==> src/common/mrs_defines.vh <==
// Constants for the reset sequencer
`ifndef MRS_DEFINES_VH
`define MRS_DEFINES_VH
// Stabilization interval: 31.3 ms of the 40 MHz clock, in cycles
`define MRS_STAB_CYCLES 21'h13_1AA0
`define MRS_CNT_W 21
// Program memory vector addresses
`define MRS_VEC_HI_ADDR 14'h0000
`define MRS_VEC_LO_ADDR 14'h0001
`define MRS_ADDR_W 14
// Vector byte fields
`define MRS_ERB_BIT 6
`define MRS_EMB_BIT 7
`define MRS_PCH_MSB 5
// Reset values
`define MRS_SMB_RST 4'hF
`define MRS_SRB_RST 4'h0
// Sequencer states
`define MRS_ST_RESET 3'h0
`define MRS_ST_WAIT 3'h1
`define MRS_ST_FETCH_HI 3'h2
`define MRS_ST_FETCH_LO 3'h3
`define MRS_ST_RUN 3'h4
`endif

==> src/core/mrs_sequencer.v <==
// Reset sequencer: idle hold, vector fetch and register reset strobes
`timescale 1ns/1ps
`include "mrs_defines.vh"
module mrs_sequencer #(
  parameter [`MRS_CNT_W-1:0] STAB_CYCLES = `MRS_STAB_CYCLES
) (
  // Clock and power-on reset
  input wire CLOCK,
  input wire RST_B,
  // External reset pin, active low, asynchronous to CLOCK
  input wire RESET_PIN_B,
  // Power-down status from the core
  input wire IDLE_MODE,
  input wire STOP_MODE,
  // Program memory read port
  output reg [`MRS_ADDR_W-1:0] PMEM_ADDR,
  output wire PMEM_RD,
  input wire [7:0] PMEM_DATA,
  // CPU control
  output wire CPU_IDLE,
  output wire REG_RESET,
  output reg RETAIN_STATE,
  output reg [13:0] PROGRAM_COUNTER,
  output reg PC_LOAD,
  output reg MEMORY_BANK_ENABLE,
  output reg REGISTER_BANK_ENABLE,
  // Reset values for the register file
  output wire [3:0] MEMORY_BANK_SELECT,
  output wire [3:0] REGISTER_BANK_SELECT,
  output wire [2:0] SKIP_FLAGS,
  output wire INTERRUPT_STATUS_BIT0,
  output wire INTERRUPT_STATUS_BIT1,
  output wire CLEAR_CARRIERS,
  output wire CLEAR_CLOCK_REGS,
  output wire CLEAR_INTERRUPTS,
  output wire CLEAR_EXT_INT_MODES
);
  localparam [2:0] ST_RESET = `MRS_ST_RESET;
  localparam [2:0] ST_WAIT = `MRS_ST_WAIT;
  localparam [2:0] ST_FETCH_HI = `MRS_ST_FETCH_HI;
  localparam [2:0] ST_FETCH_LO = `MRS_ST_FETCH_LO;
  localparam [2:0] ST_RUN = `MRS_ST_RUN;
  localparam [`MRS_CNT_W-1:0] CNT_ONE = {{(`MRS_CNT_W-1){1'b0}}, 1'b1};
  localparam [`MRS_CNT_W-1:0] CNT_ZERO = {`MRS_CNT_W{1'b0}};
  localparam [`MRS_CNT_W-1:0] STAB_LAST = STAB_CYCLES - CNT_ONE;

  wire pin_b_s;
  reg [2:0] state_r;
  reg [2:0] state_nxt;
  reg [`MRS_CNT_W-1:0] cnt_r;
  reg [7:0] hi_byte_r;
  reg pin_b_d_r;

  mrs_sync u_sync (
    .CLOCK(CLOCK),
    .RST_B(RST_B),
    .d(RESET_PIN_B),
    .q(pin_b_s)
  );

  // Synced pin low, and its falling edge in the same cycle as the sync output falls
  wire pin_low;
  wire pin_fall;
  wire wait_done;
  wire vec_load;
  wire powered_down;

  assign pin_low = ~pin_b_s;
  assign pin_fall = pin_b_d_r & pin_low;
  assign wait_done = (cnt_r == STAB_LAST);
  // Vector taken only if the pin is still high in the last fetch
  assign vec_load = (state_r == ST_FETCH_LO) & pin_b_s;
  // Either power-down mode counts
  assign powered_down = IDLE_MODE | STOP_MODE;

  // Next state; a low pin wins over every other branch
  always @* begin
    state_nxt = state_r;
    case (state_r)
      ST_RESET: begin
        if (pin_b_s)
          state_nxt = ST_WAIT;
      end
      ST_WAIT: begin
        if (wait_done)
          state_nxt = ST_FETCH_HI;
      end
      ST_FETCH_HI: begin
        state_nxt = ST_FETCH_LO;
      end
      ST_FETCH_LO: begin
        state_nxt = ST_RUN;
      end
      ST_RUN: begin
        state_nxt = ST_RUN;
      end
      default: begin
        state_nxt = ST_RESET;
      end
    endcase
    if (pin_low)
      state_nxt = ST_RESET;
  end

  // State register
  always @(posedge CLOCK or negedge RST_B) begin
    if (!RST_B) begin
      state_r <= ST_RESET;
    end else begin
      state_r <= state_nxt;
    end
  end

  // Resets low like the sync, so no false fall follows reset
  always @(posedge CLOCK or negedge RST_B) begin
    if (!RST_B) begin
      pin_b_d_r <= 1'b0;
    end else begin
      pin_b_d_r <= pin_b_s;
    end
  end

  // Power-on reset never retains; a pin reset retains if powered down
  always @(posedge CLOCK or negedge RST_B) begin
    if (!RST_B) begin
      RETAIN_STATE <= 1'b0;
    end else if (pin_fall) begin
      RETAIN_STATE <= powered_down;
    end
  end

  // Counter runs only in the wait state, so the wait tracks the clock
  always @(posedge CLOCK or negedge RST_B) begin
    if (!RST_B) begin
      cnt_r <= CNT_ZERO;
    end else if (state_r == ST_WAIT) begin
      cnt_r <= cnt_r + CNT_ONE;
    end else begin
      cnt_r <= CNT_ZERO;
    end
  end

  // Address is registered on the same edge as the read strobe state
  always @(posedge CLOCK or negedge RST_B) begin
    if (!RST_B) begin
      PMEM_ADDR <= `MRS_VEC_HI_ADDR;
    end else if (state_nxt == ST_FETCH_HI) begin
      PMEM_ADDR <= `MRS_VEC_HI_ADDR;
    end else if (state_r == ST_FETCH_HI) begin
      PMEM_ADDR <= `MRS_VEC_LO_ADDR;
    end
  end

  // First vector byte, held until the second arrives
  always @(posedge CLOCK or negedge RST_B) begin
    if (!RST_B) begin
      hi_byte_r <= 8'h00;
    end else if (state_r == ST_FETCH_HI) begin
      hi_byte_r <= PMEM_DATA;
    end
  end

  // Program counter from both vector bytes
  always @(posedge CLOCK or negedge RST_B) begin
    if (!RST_B) begin
      PROGRAM_COUNTER <= 14'h0000;
    end else if (vec_load) begin
      PROGRAM_COUNTER <= {hi_byte_r[`MRS_PCH_MSB:0], PMEM_DATA};
    end
  end

  // Bank enable flags from the top bits of the first byte
  always @(posedge CLOCK or negedge RST_B) begin
    if (!RST_B) begin
      REGISTER_BANK_ENABLE <= 1'b0;
      MEMORY_BANK_ENABLE <= 1'b0;
    end else if (vec_load) begin
      REGISTER_BANK_ENABLE <= hi_byte_r[`MRS_ERB_BIT];
      MEMORY_BANK_ENABLE <= hi_byte_r[`MRS_EMB_BIT];
    end
  end

  // One-cycle load strobe for the core
  always @(posedge CLOCK or negedge RST_B) begin
    if (!RST_B) begin
      PC_LOAD <= 1'b0;
    end else begin
      PC_LOAD <= vec_load;
    end
  end

  // Memory read is combinational, with the address valid in the same cycle
  assign PMEM_RD = (state_r == ST_FETCH_HI) | (state_r == ST_FETCH_LO);

  // CPU held idle from reset until the vector is loaded
  assign CPU_IDLE = (state_r != ST_RUN);
  assign REG_RESET = (state_r == ST_RESET);

  // Constant reset values, applied by the core while REG_RESET is high
  assign MEMORY_BANK_SELECT = `MRS_SMB_RST;
  assign REGISTER_BANK_SELECT = `MRS_SRB_RST;

  // Status word flags; the stack pointer is left alone
  assign SKIP_FLAGS = 3'h0;
  assign INTERRUPT_STATUS_BIT0 = 1'b0;
  assign INTERRUPT_STATUS_BIT1 = 1'b0;

  // Register clears follow the reset state
  assign CLEAR_CARRIERS = REG_RESET;
  assign CLEAR_CLOCK_REGS = REG_RESET;
  assign CLEAR_INTERRUPTS = REG_RESET;
  assign CLEAR_EXT_INT_MODES = REG_RESET;
endmodule // mrs_sequencer

==> src/core/mrs_sync.v <==
// Two-flop synchroniser for the reset pin
`timescale 1ns/1ps
module mrs_sync (
  // Clock and reset
  input wire CLOCK,
  input wire RST_B,
  // Level
  input wire d,
  output reg q
);
  reg meta_r;
  always @(posedge CLOCK or negedge RST_B) begin
    if (!RST_B) begin
      meta_r <= 1'b0;
      q <= 1'b0;
    end else begin
      meta_r <= d;
      q <= meta_r;
    end
  end
endmodule // mrs_sync

==> config.mk <==
export PLATFORM = sky130hd
export DESIGN_NAME = mrs_sequencer
export DESIGN_NICKNAME = d
export VERILOG_FILES = /design/src/core/mrs_sequencer.v /design/src/core/mrs_sync.v
export VERILOG_INCLUDE_DIRS = /design/src /design/src/common
export SDC_FILE = /design/constraint.sdc
export NUM_CORES = 1
export LEC_CHECK = 0
export CAP_MARGIN = 20
export CORE_MARGIN = 3
export CORE_UTILIZATION = 30
export CTS_CLUSTER_SIZE = 10
export DETAILED_ROUTE_END_ITERATION = 10
export DONT_BUFFER_PORTS = 1
export SYNTH_ARGS = -nofsm -noshare
export SYNTH_HDL_FRONTEND = slang
export SYNTH_SLANG_ARGS = --single-unit
==> constraint.sdc <==
create_clock -name CLOCK -period 5 [get_ports CLOCK]
set_input_delay 1 -clock CLOCK [delete_from_list [all_inputs] [get_ports CLOCK]]
set_output_delay 1 -clock CLOCK [all_outputs]
set_load 0.05 [all_outputs]
; ---- Yosys cells after proc, flatten, opt, wreduce, memory -nomap -nowiden
; Cells that the tools add are included.
[totals]
ff_bits = 67
input_bits = 13
out_inout_bits = 52
word_cells = 34
[op_classes]
add_sub_neg = 1
n_eq_ne = 7
n_mux = 6
bitwise_logic = 5
reduce_logical = 3
[op_table]
columns = op, n
row1 = 14-bit 2-to-1 mux, 2
row2 = "21-bit by 1-bit adder with 21-bit output, second input constant", 1
row3 = "21-bit equality test, second input constant", 1
row4 = 21-bit 2-to-1 mux, 1
row5 = 3-bit one-hot mux with 4 select lines, 1
row6 = "3-bit by 2-bit equality test with 1-bit output, second input constant", 3
row7 = 3-bit 2-to-1 mux, 2
row8 = "3-bit by 1-bit equality test with 1-bit output, second input constant", 1
row9 = "3-bit equality test, second input constant", 1
row10 = 3-bit zero test, 1
row11 = "3-bit != test, second input constant", 1
row12 = 1-bit bitwise AND, 2
row13 = 1-bit bitwise OR, 2
row14 = 2-bit nonzero test, 1
row15 = 2-bit OR reduction, 1
row16 = 1-bit inverter, 1

; ---- Logic depth before layout (Yosys ltp)
[depth]
word_depth = 6
mapped_depth = 6
mapped_depth_nobuf = 5

; ---- Hierarchy
; A second synthesis with hierarchy kept.
[unflattened]
cells_unflattened = 257
area_unflattened_um2 = 2581.2
[modules_own_cells]
columns = mod, instances, cells_per_inst, area_each_um2, seq_area_each_um2
row1 = mrs_sequencer, 1, 255, 2531.2, 1301.2
row2 = mrs_sync, 1, 2, 50.0, 50.0

; ---- Worst setup path before layout
; OpenSTA, ideal clock, no wires.
[synth_path]
kind = register -> output
start = reg state_r[0]
end = out CLEAR_CLOCK_REGS
t_arrival_ns = 2.230
t_required_ns = 4.000
setup_slack_ns = 1.770
stages_incl_launch_ff = 4
n_path_buf = 2
path_cell_list = dfrtp_1 > clkbuf_1 > nor3_1 > buf_4
[synth_via]
elab_chain_len = 1
[synth_lines]
columns = element, line
row1 = from (decl), mrs_sequencer.v:48  ; reg [2:0] state_r;
row2 = from (signal assigned), mrs_sequencer.v:110  ; state_r <= state_nxt;
row3 = 3-bit zero test, mrs_sequencer.v:197  ; assign REG_RESET = (state_r == ST_RESET);
row4 = to (decl), mrs_sequencer.v:34  ; output wire CLEAR_CLOCK_REGS,
; Every way passes these cells.

; ---- Final worst setup path
; Same ends and word-level chain as after synthesis.

==> results list <==
- The final number of hold-violating endpoints was 0.
- Of the total synthesized cell area, the portion taken by AND, OR, NAND and NOR gates is 0.162.
* Area inside the core boundary: slightly above 8000 um^2
- Across the VDD grid, the largest voltage drop is 0.181 mV.
- Static leakage power: 1.18 nW
* Chip width: ~98 um
* Worst path required time: approximately 4.0 ns
* Commonest non-fill, non-tap cells in the layout: sky130_fd_sc_hd__dfrtp_1 (54), sky130_fd_sc_hd__conb_1 (26), sky130_fd_sc_hd__mux2_2 (24)
- Cell type with the largest total area after synthesis: sky130_fd_sc_hd__dfrtp_1
- The floorplan has 33 rows.
- Summed over all layers, the global routing overflow is 0.
* Ratio of final minimum period to clock period: 0.555
- Total net switching power: about 240 uW
- The library cell used most frequently in the layout, excluding fill and tap cells, is sky130_fd_sc_hd__dfrtp_1.
* Fraction of synthesized cell area taken by the top area cell type: 0.528
- Xor/xnor cell area share of the yosys netlist: 0.0376
- Detailed routing inserted a total of 1538 vias.
- GRT Total Usage: 0.0959
* Share of cell area taken by muxes after synthesis: 0.106
* Library cells used by synthesis: 39
* Yosys Warn Count: 0
- The first global-routing pass estimated 7.59 mm of wire.
- Total of cells resized after clock tree synthesis: 0
- In the final design database the tool counted 237 nets.
- Area growth syn-to-layout: 3.13%
* Count of maximum capacitance violations: 0
- Total of buffers placed on input and output ports: 0
- Of the total power, the clock network draws 0.327.
- Setup Buffers After CTS: 0
- STA classifies the critical path endpoint as a primary output.
* Total CTS buffers: 5
* Area fraction in compound gates after synthesis: 0.0518
* Commonest register cell after synthesis: sky130_fd_sc_hd__dfrtp_1
- Hold crit path type: reg2reg
- Number of register bits inferred by synthesis: 54
* ANT cells: 0
- For the final database, setup skew stands at 0.00838 ns.
- The floorplan step defined a die boundary enclosing just under 10000 um^2.
- Post-synthesis average cell area: between 10 and 15 um^2
- The wire-length estimate of the detail-placed layout is 3.21 mm.
* Critical path data arrival time: between 1.5 and 2 ns
* Maximum net fanout on the critical path: 11
- Dominant cells by area after synthesis: sky130_fd_sc_hd__dfrtp_1 (53%), sky130_fd_sc_hd__mux2_2 (11%), sky130_fd_sc_hd__buf_4 (8.8%)
- Cell count of the worst reg-to-reg path: 3
- Hold Path Cell Cnt: 0
- The flow ran to the end, and the final reports show no timing, DRC or antenna violations.
- The longest clock path from root to sink contains 2 buffers.
* Vias per inst: 4.67
* Routed WL: 4.49 mm
* Finish-stage setup viols: 0
- Maximum number of pins on one net before global-route repair: 55
- For this block, the initial DRC count from the detailed router was slightly above 100.
* Height of the chip: between 90 and 100 um
- Headroom to the max-slew limit came out at 0.274.
- The first detailed-routing pass took 4 iterations.
* Post-synthesis cell area: ~2600 um^2
- Post-layout power: approximately 790 uW
- Fraction of final layout cells with drive strength greater than 1: 0.196
- Power Internal: between 500 and 600 uW
* Switch share: 0.299
- Routed wire per std cell: around 14 um
- For the pin with the worst max-slew slack, the measured transition is roughly 1.1 ns.
- Synthesis handed over a netlist of 229 instances.
- Final Max Tran Viols: 0
* Number of buffers added to fix hold violations after cts: 0
* Clock period minus worst slack: 2.77 ns
- Top achievable clock speed: 361 MHz
* Fraction of synthesis flops using an asynchronous set or reset pin: 1.00
* Total clock sinks: 54
- Main combinational cell family by area after synthesis: simple AND/OR/NAND/NOR gates
- Setup slack on the worst reg-to-reg path comes out at between 2 and 2.5 ns.
* Fill count: about 850
- # H-tree levels: 2
- In this run, synthesis inferred 0 flip-flops with an integrated enable.
- In this run the remaining antenna-violating nets after routing total 0.
* DRC Markers: 0
- The share of the Yosys chip area taken by registers is 0.528.
- STA classifies the critical path startpoint as a flip-flop.
* I/O pin count: 65
* Clock tree root driver cell: sky130_fd_sc_hd__clkbuf_8
- TritonCTS built the clock tree.
- Combinational fraction of design power: 0.084
* Number of antenna violations at the first check in global routing: 0
- At the later pin of the worst-skew pair, clock insertion delay measures ~0.32 ns.
- Sequential power share: 0.589
* Global placer's final weighted congestion: around 0.69
- Total Negative Setup Slacks: 0 ns
* Unrepaired setup endpoints after global routing: false
- Vias in the first global route: ~1500
- Post-CTS clock slew at the launch and capture registers of the worst setup and hold paths: ~0.10 ns
* Initial core utilization: 0.310
- The critical path is of the reg2out type.
- Synth Area in Adders: 0.00489
* Total power divided by cell area: roughly 300 nW/um^2
## Yosys cell counts, types with 2 or more instances
master / instances
sky130_fd_sc_hd__nand2b_1: 4
sky130_fd_sc_hd__xnor2_1: 4
sky130_fd_sc_hd__nand4_1: 4
sky130_fd_sc_hd__clkbuf_1: 8
sky130_fd_sc_hd__mux2_2: 24
sky130_fd_sc_hd__nand3_1: 7
sky130_fd_sc_hd__o31ai_1: 4
sky130_fd_sc_hd__or4b_2: 3
sky130_fd_sc_hd__conb_1: 2
sky130_fd_sc_hd__dfrtp_1: 54
sky130_fd_sc_hd__buf_4: 30
sky130_fd_sc_hd__nor2b_1: 3
sky130_fd_sc_hd__nand2_1: 13
sky130_fd_sc_hd__inv_1: 4
sky130_fd_sc_hd__o21ai_0: 4
sky130_fd_sc_hd__nor3_1: 4
sky130_fd_sc_hd__nor4_1: 2
sky130_fd_sc_hd__nor2_1: 14
sky130_fd_sc_hd__or4_1: 5
sky130_fd_sc_hd__or3_1: 4
sky130_fd_sc_hd__a21oi_1: 8
sky130_fd_sc_hd__xor2_1: 7
## critical path: stages, from the launching register on
cell and delay, ns:
sky130_fd_sc_hd__dfrtp_1 0.50, sky130_fd_sc_hd__nor3_2 0.21, sky130_fd_sc_hd__buf_4 0.51, sky130_fd_sc_hd__buf_6 0.24
## registers in the layout, indices dropped and copies added (netlist names)
signal                count
MEMORY_BANK_ENABLE        1
PC_LOAD                   1
PMEM_ADDR                 1
PROGRAM_COUNTER          14
REGISTER_BANK_ENABLE      1
RETAIN_STATE              1
cnt_r                    21
hi_byte_r                 8
pin_b_d_r                 1
state_r                   3
u_sync.meta_r             1
u_sync.q                  1
## cell families (layout without fill, tap and decap cells)
kind of cell | after synthesis | after routing
buf+inv | 43 | 14
fa+ha+maj | 1 | 1
other cells | 2 | 26
xor+xnor | 11 | 11
flops | 54 | 54
compound gates | 21 | 21
simple gates | 73 | 73
mux | 24 | 24
## stage by stage
step                      utilization  worst slack [ns]  hold WS, ns  std cells  instance area (um^2)
final                           0.320              2.23        0.362        329                  2640
after global routing            0.320              2.16        0.336        329                  2640
after CTS                       0.320              2.20        0.354        329                  2640
after detailed placement        0.308              2.45        0.342        321                  2540
after global placement          0.308              2.47        0.337        321                  2540
after floorplan                     -              1.77        0.331        253                  2650
## area by class of cell
cell class                 count  area [um^2]  area share
sequential                    54         1350       0.512
multi-input combinational    156         1030       0.390
tap                          105          131      0.0498
clock buffer                   5         68.8      0.0261
clock inverter                 3         26.3     0.00995
timing repair buffer           2         18.8     0.00711
inverter                       4         15.0     0.00569
## final timing paths
kind,start,end
min in group asynchronous,RST_B,cnt_r[18]
worst min register to register,u_sync.meta_r,u_sync.q
max in group asynchronous,RST_B,cnt_r[0]
worst max register to register,state_r[1],hi_byte_r[6]
worst min-delay path,u_sync.meta_r,u_sync.q
worst max-delay path,state_r[0],CLEAR_CLOCK_REGS
## routing by layer
metal  GRT usage  share of wire  routed length (um)
met1       0.128           0.46                2050
met2       0.138           0.43                1910
met3      0.0421           0.10                 451
met4      0.0347          0.017                  76
met5           0              0                   0
## power by group through the flow
stage               clock network, mW  logic [mW]  registers (mW)
floorplan                           0      0.0812           0.473
global placement                    0      0.0658           0.475
detailed placement                  0      0.0663           0.475
CTS                             0.268      0.0662           0.467
global route                    0.285      0.0696           0.468
finish                          0.259      0.0663           0.467
Power figures use the tool's default switching activity.
